`src/rtl/cmsa_pkg.sv`:
```
package cmsa_pkg;
    // Reset values of the three source settings
    localparam logic [15:0] START_SEL_RST = 16'h0000;
    localparam logic [15:0] FREQ_SEL_RST  = 16'h0000;
    localparam logic [15:0] KPAD_SEL_RST  = 16'h270F;
    // Setting values
    localparam logic [15:0] SRC_SERIAL    = 16'h0000;
    localparam logic [15:0] SRC_TERM      = 16'h0001;
    localparam logic [15:0] FREQ_TERM_FB  = 16'h0002;
    localparam logic [15:0] KPAD_SERIAL   = 16'h0002;
    localparam logic [15:0] KPAD_PANEL    = 16'h0004;
    localparam logic [15:0] KPAD_AUTO     = 16'h270F;
    localparam logic [15:0] WPERM_ALWAYS  = 16'h0002;
    localparam logic [15:0] XDISP_OPEN    = 16'h0000;

    // Which setting a write targets
    typedef enum logic [1:0] {
        SEL_START = 2'h0,
        SEL_FREQ  = 2'h1,
        SEL_KPAD  = 2'h2
    } cmsa_set_e;

    // Operation modes, Gray along keypad-terminal-combined-network
    typedef enum logic [2:0] {
        M_KPAD  = 3'h0,
        M_TERM  = 3'h1,
        M_COMB3 = 3'h3,
        M_COMB4 = 3'h2,
        M_NET   = 3'h6
    } cmsa_mode_e;

    // Keypad-mode command source
    typedef enum logic [1:0] {
        KS_PANEL    = 2'h0,
        KS_HANDHELD = 2'h1,
        KS_SERIAL   = 2'h3
    } cmsa_ksrc_e;

    // Frequency command source
    typedef enum logic [1:0] {
        F_NONE   = 2'h0,
        F_SERIAL = 2'h1,
        F_TERM   = 2'h3,
        F_KPAD   = 2'h2
    } cmsa_fsrc_e;

    // Command bundle: requests, grants or refusals
    typedef struct packed {
        logic start;
        logic stop;
        logic freq;
        logic write;
        logic rst;
        logic clear;
    } cmsa_cmd_s;

    // Control terminal pins
    typedef struct packed {
        logic start;
        logic stop;
        logic rst;
        logic freq_present;
        logic multispeed;
        logic t45_sel;
    } cmsa_term_s;

    // Setting write request
    typedef struct packed {
        logic        req;
        cmsa_set_e   sel;
        logic [15:0] data;
    } cmsa_swr_s;
endpackage

```
`src/rtl/cmsa_arbiter.sv`:
```
`timescale 1ns/1ns
module cmsa_arbiter (
    // Clock, reset, enable
    input  wire logic                clk_sys_in,
    input  wire logic                rst_b_in,
    input  wire logic                clk_en_in,
    // Drive configuration
    input  wire cmsa_pkg::cmsa_mode_e op_mode_in,
    input  wire logic [15:0]         write_permission_select_in,
    input  wire logic [15:0]         extended_display_select_in,
    input  wire logic                drive_reset_in,
    input  wire logic                keypad_stop_active_in,
    // Serial link requests
    input  wire cmsa_pkg::cmsa_cmd_s  ser_req_in,
    input  wire logic                ser_wr_exempt_in,
    input  wire logic                ser_comm_err_in,
    input  wire logic                net_switch_req_in,
    input  wire logic                read_req_in,
    // Pins
    input  wire cmsa_pkg::cmsa_term_s term_pins_in,
    input  wire logic                handheld_present_in,
    // Setting writes
    input  wire cmsa_pkg::cmsa_swr_s  set_wr_in,
    // Grants and refusals
    output cmsa_pkg::cmsa_cmd_s      ser_grant_out,
    output cmsa_pkg::cmsa_cmd_s      ser_refuse_out,
    output cmsa_pkg::cmsa_cmd_s      term_grant_out,
    output cmsa_pkg::cmsa_fsrc_e     freq_src_out,
    output logic                     t2_ignore_out,
    output logic                     net_switch_ok_out,
    output logic                     net_switch_refuse_out,
    output logic                     modbus_ok_out,
    output logic                     read_grant_out,
    // Panel indication
    output cmsa_pkg::cmsa_ksrc_e     keypad_src_out,
    output logic                     mode_indicator_lamps_out,
    output logic                     keypad_stop_indication_out,
    // Setting state
    output logic                     set_wr_ack_out,
    output logic                     set_wr_nak_out,
    output logic [15:0]              start_source_select_out,
    output logic [15:0]              frequency_source_select_out,
    output logic [15:0]              keypad_mode_source_select_out,
    output logic [15:0]              keypad_active_out
);

    ////////////////////////////////////////////////////////////////
    // Pin synchronisers
    localparam int PW = $bits(cmsa_pkg::cmsa_term_s) + 1;
    logic [PW-1:0] pin_s1_reg;
    logic [PW-1:0] pin_s2_reg;

    // Two stages; only the second is read
    always_ff @(posedge clk_sys_in or negedge rst_b_in) begin
        if (!rst_b_in) begin
            pin_s1_reg <= '0;
            pin_s2_reg <= '0;
        end else if (clk_en_in) begin
            pin_s1_reg <= {term_pins_in, handheld_present_in};
            pin_s2_reg <= pin_s1_reg;
        end
    end

    cmsa_pkg::cmsa_term_s term;
    wire hh_present = pin_s2_reg[0];
    assign term = pin_s2_reg[PW-1:1];

    ////////////////////////////////////////////////////////////////
    // Stored and latched settings
    logic [15:0] start_sel_reg;
    logic [15:0] freq_sel_reg;
    logic [15:0] kpad_sel_reg;
    logic [15:0] kpad_act_reg;
    logic        boot_reg;

    // Write qualification
    wire xdisp_ok   = extended_display_select_in == cmsa_pkg::XDISP_OPEN;
    wire [15:0] wd  = set_wr_in.data;
    wire start_rng  = wd == cmsa_pkg::SRC_SERIAL || wd == cmsa_pkg::SRC_TERM;
    wire freq_rng   = start_rng || wd == cmsa_pkg::FREQ_TERM_FB;
    wire kpad_rng   = wd == cmsa_pkg::KPAD_SERIAL || wd == cmsa_pkg::KPAD_PANEL
                   || wd == cmsa_pkg::KPAD_AUTO;
    wire sel_start  = set_wr_in.sel == cmsa_pkg::SEL_START;
    wire sel_freq   = set_wr_in.sel == cmsa_pkg::SEL_FREQ;
    wire sel_kpad   = set_wr_in.sel == cmsa_pkg::SEL_KPAD;
    // Keypad setting ignores mode and write permission
    wire rng_ok     = (sel_start && start_rng) || (sel_freq && freq_rng)
                   || (sel_kpad && kpad_rng);
    wire wr_take    = set_wr_in.req && xdisp_ok && rng_ok;
    wire wr_drop    = set_wr_in.req && !wr_take;

    // Latch the keypad setting after power-on, drive_reset_in or a granted serial reset
    wire ser_rst_ok;
    wire latch_now  = boot_reg || drive_reset_in || ser_rst_ok;

    // Setting store; rejected values leave it untouched
    always_ff @(posedge clk_sys_in or negedge rst_b_in) begin
        if (!rst_b_in) begin
            start_sel_reg <= cmsa_pkg::START_SEL_RST;
            freq_sel_reg  <= cmsa_pkg::FREQ_SEL_RST;
            kpad_sel_reg  <= cmsa_pkg::KPAD_SEL_RST;
        end else if (clk_en_in && wr_take) begin
            if (sel_start)
                start_sel_reg <= wd;
            if (sel_freq)
                freq_sel_reg  <= wd;
            if (sel_kpad)
                kpad_sel_reg  <= wd;
        end
    end

    // Active keypad selection; written only by a reset event
    always_ff @(posedge clk_sys_in or negedge rst_b_in) begin
        if (!rst_b_in) begin
            kpad_act_reg <= cmsa_pkg::KPAD_SEL_RST;
            boot_reg     <= 1'b1;
        end else if (clk_en_in) begin
            boot_reg <= 1'b0;
            if (latch_now)
                kpad_act_reg <= kpad_sel_reg;
        end
    end

    ////////////////////////////////////////////////////////////////
    // Mode decode
    wire m_kpad  = op_mode_in == cmsa_pkg::M_KPAD;
    wire m_term  = op_mode_in == cmsa_pkg::M_TERM;
    wire m_comb3 = op_mode_in == cmsa_pkg::M_COMB3;
    wire m_comb4 = op_mode_in == cmsa_pkg::M_COMB4;
    wire m_net   = op_mode_in == cmsa_pkg::M_NET;
    wire kp2     = kpad_act_reg == cmsa_pkg::KPAD_SERIAL;
    wire kp4     = kpad_act_reg == cmsa_pkg::KPAD_PANEL;
    wire st_ser  = start_sel_reg == cmsa_pkg::SRC_SERIAL;
    wire st_term = start_sel_reg == cmsa_pkg::SRC_TERM;
    wire fq_ser  = freq_sel_reg == cmsa_pkg::SRC_SERIAL;
    wire fq_fb   = freq_sel_reg == cmsa_pkg::FREQ_TERM_FB;
    wire fq_term = freq_sel_reg == cmsa_pkg::SRC_TERM || fq_fb;
    wire t_pres  = term.freq_present;

    ////////////////////////////////////////////////////////////////
    // Serial permissions
    // Keypad setting 2: per-mode table, nothing in network
    wire k_start = m_kpad || m_comb4;
    wire k_stop  = k_start || ((m_term || m_comb3) && keypad_stop_active_in);
    wire k_freq  = m_kpad || m_comb3;
    wire k_wbase = m_kpad || m_comb3 || m_comb4;
    wire k_rst   = !m_net;
    // Other settings: network only, steered by the source settings
    wire n_start = m_net && st_ser;
    wire n_freq  = m_net && (fq_ser || (fq_fb && !t_pres));
    wire n_wbase = m_net;
    wire w_base  = kp2 ? k_wbase : n_wbase;
    // Exempt parameters pass in any mode; permission 2 passes all writes
    wire w_force = write_permission_select_in == cmsa_pkg::WPERM_ALWAYS;

    cmsa_pkg::cmsa_cmd_s ser_ok;
    assign ser_ok.start = kp2 ? k_start : n_start;
    assign ser_ok.stop  = kp2 ? k_stop : n_start;
    assign ser_ok.freq  = kp2 ? k_freq : n_freq;
    assign ser_ok.write = w_base || ser_wr_exempt_in || w_force;
    assign ser_ok.rst   = (kp2 ? k_rst : m_net) && !ser_comm_err_in;
    assign ser_ok.clear = w_base;
    assign ser_rst_ok   = ser_req_in.rst && ser_ok.rst;

    ////////////////////////////////////////////////////////////////
    // Terminal permissions
    wire t_run  = m_term || m_comb3 || (m_net && st_term);
    wire t_freq = m_term || m_comb4 || (m_net && fq_term && t_pres)
               || (m_comb3 && (term.multispeed || term.t45_sel));

    cmsa_pkg::cmsa_cmd_s term_ok;
    assign term_ok.start = t_run && term.start;
    assign term_ok.stop  = t_run && term.stop;
    assign term_ok.freq  = t_freq && t_pres;
    assign term_ok.write = 1'b0;
    assign term_ok.rst   = term.rst;
    assign term_ok.clear = 1'b0;

    ////////////////////////////////////////////////////////////////
    // Frequency source and panel source
    cmsa_pkg::cmsa_fsrc_e fsrc;
    assign fsrc = term_ok.freq ? cmsa_pkg::F_TERM
                : ser_ok.freq ? cmsa_pkg::F_SERIAL
                : (m_kpad || m_comb3) ? cmsa_pkg::F_KPAD
                : cmsa_pkg::F_NONE;
    wire t2_ign = m_net && fq_fb && !t_pres;

    // Serial traffic never enters this choice
    cmsa_pkg::cmsa_ksrc_e ksrc;
    assign ksrc = kp2 ? cmsa_pkg::KS_SERIAL
                : kp4 ? cmsa_pkg::KS_PANEL
                : hh_present ? cmsa_pkg::KS_HANDHELD
                : cmsa_pkg::KS_PANEL;

    ////////////////////////////////////////////////////////////////
    // Registered outputs
    always_ff @(posedge clk_sys_in or negedge rst_b_in) begin
        if (!rst_b_in) begin
            ser_grant_out              <= '0;
            ser_refuse_out             <= '0;
            term_grant_out             <= '0;
            freq_src_out               <= cmsa_pkg::F_NONE;
            t2_ignore_out              <= 1'b0;
            net_switch_ok_out          <= 1'b0;
            net_switch_refuse_out      <= 1'b0;
            modbus_ok_out              <= 1'b0;
            read_grant_out             <= 1'b0;
            keypad_src_out             <= cmsa_pkg::KS_PANEL;
            mode_indicator_lamps_out   <= 1'b0;
            keypad_stop_indication_out <= 1'b0;
            set_wr_ack_out             <= 1'b0;
            set_wr_nak_out             <= 1'b0;
        end else if (clk_en_in) begin
            ser_grant_out              <= ser_req_in & ser_ok;
            ser_refuse_out             <= ser_req_in & ~ser_ok;
            term_grant_out             <= term_ok;
            freq_src_out               <= fsrc;
            t2_ignore_out              <= t2_ign;
            net_switch_ok_out          <= net_switch_req_in && !kp2;
            net_switch_refuse_out      <= net_switch_req_in && kp2;
            modbus_ok_out              <= m_net && !kp2;
            read_grant_out             <= read_req_in;
            keypad_src_out             <= ksrc;
            mode_indicator_lamps_out   <= ksrc == cmsa_pkg::KS_PANEL;
            keypad_stop_indication_out <= keypad_stop_active_in;
            set_wr_ack_out             <= wr_take;
            set_wr_nak_out             <= wr_drop;
        end
    end

    // Setting views follow their registers directly
    assign start_source_select_out       = start_sel_reg;
    assign frequency_source_select_out   = freq_sel_reg;
    assign keypad_mode_source_select_out = kpad_sel_reg;
    assign keypad_active_out             = kpad_act_reg;
endmodule

```
`config.mk`:
```
export PLATFORM = sky130hd
export DESIGN_NAME = cmsa_arbiter
export DESIGN_NICKNAME = d
export VERILOG_FILES = /design/src/rtl/cmsa_pkg.sv /design/src/rtl/cmsa_arbiter.sv
export SDC_FILE = /design/constraint.sdc
export NUM_CORES = 1
export LEC_CHECK = 0
export ABC_AREA = 1
export BUFFER_PORTS_ARGS = -buffer_cell sky130_fd_sc_hd__buf_2
export CAP_MARGIN = 20
export CORE_ASPECT_RATIO = 1.75
export CORE_UTILIZATION = 54
export CTS_CLUSTER_SIZE = 12
export DETAILED_ROUTE_END_ITERATION = 10
export PLACE_DENSITY = 0.95
export SYNTH_ARGS = -nofsm -noshare
export SYNTH_HDL_FRONTEND = slang
export SYNTH_SLANG_ARGS = --single-unit
```
`constraint.sdc`:
```
create_clock -name clk_sys_in -period 5 [get_ports clk_sys_in]
set_input_delay 0.25 -clock clk_sys_in [delete_from_list [all_inputs] [get_ports clk_sys_in]]
set_output_delay 0.25 -clock clk_sys_in [all_outputs]
set_load 0.02 [all_outputs]
```
==> run metrics <==
CP Data Required Time=5.23 ns; mux cell area share after synthesis=3.443%; vias in the first global route=4321; CTS buffer count=9; Max Cap Viol=0; reg2reg path depth=9; final hold violation count=0; Synth Warn #=0; Die X=74.05 um; total grt overflow=0; post-synth top area cell=dfrtp_1; RSZ-0062 raised after global routing=false; hold path startpoint=read_req_in; Detailed Route Iter0 Violations=320; top cells by area, synth=dfrtp_1 46%, nand2_1 14%, dfstp_2 9.1%, inv_1 5.6%, nor2_1 5.1%; Reg clk slew, reported paths=0.08 ns; Die Span Y=128.1 um; static leakage=3.744 nW; VDD IR max=0.2929 mV; switching part of the total=24.48%; Vias=4298; DP HPWL=9.112 mm; worst min path class=in -> reg; H-tree depth=3; power share of the combinational group=9.8%; Post-synth ARST share=100.0%; setup TNS=0 ns; status=finished, final reports clean; crit-path leading delay family=simple AND/OR/NAND/NOR gates; final WL=11.99 mm; post-synthesis cell count=570; core area=0.008727 sq mm; cells along the critical path=or2_2 -> nor2_1 -> nand3b_1 -> ha_1 -> nor2_1 -> nand2_1 -> nand2_1 -> nand2_1 -> mux2_2; area delta synth->final=26.01%; Yosys top cell area share=46.42%; fin crit share=51.99%; PortBufs=168; TritonCTS clock tree=done; simple-gate share of the synthesized area=30.32%; share of cells above drive strength 1=32.97%; Slew HR=48.57%; Pint=0.001410 W; Antenna Nets Post-Route=0; Worst EP arrival=2.83 ns; Post-synth EDFFs=0; Synth Area in Adders=0.2550%; # DRC=0; Final min period=2.600 ns; main combinational cell family by area after synthesis=simple AND/OR/NAND/NOR gates; I/O pin total=171; switching power=0.0004572 W; Initial Util=56.22%; post-synthesis xor/xnor area fraction=0%; cell area after synthesis=0.004906 sq mm; Avg Cell Area, Syn=8.607 sq um; compound-cell area share of the yosys netlist=2.627%; CP max FO=17; final setup fails=0; first-pass GRT wire length=19.41 mm; clk_skew=0.01138 ns; CP endpoint kind=flop; sequential area share after synthesis=55.52%; synth cell count leaders=188 x nand2_1, 91 x dfrtp_1, 73 x inv_1; WHS Endpoint=read_grant_out; largest net degree at the start of global routing=63; Worst Setup Slack, final=2.400 ns; pwr/cell area=302.0 mW/mm^2; CTS max path bufs=2; Total GRT Usage=26.92%; Worst Max-Slew Pin Slew=0.7714 ns; sequential power share=49.2%; CP startpoint kind=flop; ys flop type=dfrtp_1; Max stage delay cell, worst path=mux2_2; Placement Rows=45; CTS sink cnt=108; worst hold stages=3; Clock power frac=41.0%; postcts setup bufs=0; type of the worst setup path=reg -> reg; count leader, synth=nand2_1; reg-to-reg endpoint=keypad_active_out[15]; DP Worst Slack=2.431 ns; Yosys reg bits=108; Worst Path Buf+Inv=0; DRT Pass-1 Iters=4; setup slack, reg-to-reg=2.40 ns; antenna violations before repair=0; Clock Latency Late Sink=0.35 ns; Max Freq=0.3847 GHz; WL/cell=13.94 um; RR Startpoint=keypad_active_out[0]; crit-path most repeated cell=nand2_1; post-synthesis cell type count=37; max-slew violations=0; routability-driven placement congestion ratio=0.8261; # nets final=815; Via density=4.998; antenna cells=0; Max stage delay on crit path=0.45 ns; die area=0.009485 sq mm; Worst Setup SP=keypad_active_out[0]; CTS root buffer=clkbuf_16
[layer usage]
layer  vias to the layer above  share of wire, %  GRT usage [%]
met4                         0               3.4          13.24
met1                      2031                36          30.65
met3                        28               6.3          7.311
met2                       163                54          45.45
met5                         -                 0              0
li1                       2076                 -              -
[cell families (layout without fill, tap and decap cells)]
family / count (synthesis) / in the layout
compound gates: 24 / 24
fa+ha+maj: 1 / 1
buf+inv: 93 / 265
flops: 108 / 108
mux: 15 / 15
other cells: 1 / 2
simple gates: 328 / 328
[worst min-delay path, cell delays in order]
cell	delay (ns)
buf_2	0.08
nand2_1	0.04
nand2_1	0.05
[power groups by stage]
stage | combinational (W) | sequential, W | clock, W
3_3_place_gp | 0.000171 | 0.000934 | 0
2_1_floorplan | 0.0000698 | 0.000956 | 0
4_1_cts | 0.000184 | 0.000919 | 0.000775
6_report | 0.000183 | 0.000920 | 0.000765
5_1_grt | 0.000205 | 0.000922 | 0.000802
3_5_place_dp | 0.000181 | 0.000935 | 0
[worst max-delay path by stage]
stage / cells after the start / end
2_1_floorplan: 10 / keypad_active_out[11]
3_3_place_gp: 9 / keypad_active_out[14]
3_5_place_dp: 9 / keypad_active_out[7]
4_1_cts: 9 / keypad_active_out[6]
5_1_grt: 9 / keypad_active_out[15]
6_report: 9 / keypad_active_out[15]
[area by class of cell]
cell class	instances	area [sq um]
Sequential cell	108	2724
Multi-Input combinational cell	370	1805
Clock inverter	7	97.59
Inverter	78	295.3
Tap cell	117	146.4
Fill cell	661	2545
Clock buffer	9	225.2
Timing Repair Buffer	171	888.4
[repair_timing]
item                                    CTS  global route
hold endpoints to repair                 46             0
hold buffers                              1             0
resized for setup                         0             0
endpoints found under the setup margin    0             0
[cells in the final DEF, fill, tap and decap left out, drive strengths merged, types with 3 or more instances in the layout]
cell type,instances
dfstp,17
nand3,27
a21oi,5
or2,6
o21ai,15
clkbuf,9
nand4,13
inv,80
nand2,190
nor2,81
buf,170
mux2,15
clkinv,3
nor3,5
dfrtp,91
[through the flow]
step	hold slack (ns)	area, sq um	power (W)	utilization, %	cells
after floorplan	-0.04559	4910	0.001026	-	571
after global placement	0.2698	5822	0.001105	66.71	842
after detailed placement	0.2858	5849	0.001116	67.03	843
after CTS	0.08920	6182	0.001878	70.84	860
after global routing	0.1215	6182	0.001929	70.84	860
final	0.09820	6182	0.001867	70.84	860
No activity file was read; power rests on OpenSTA's default activity.
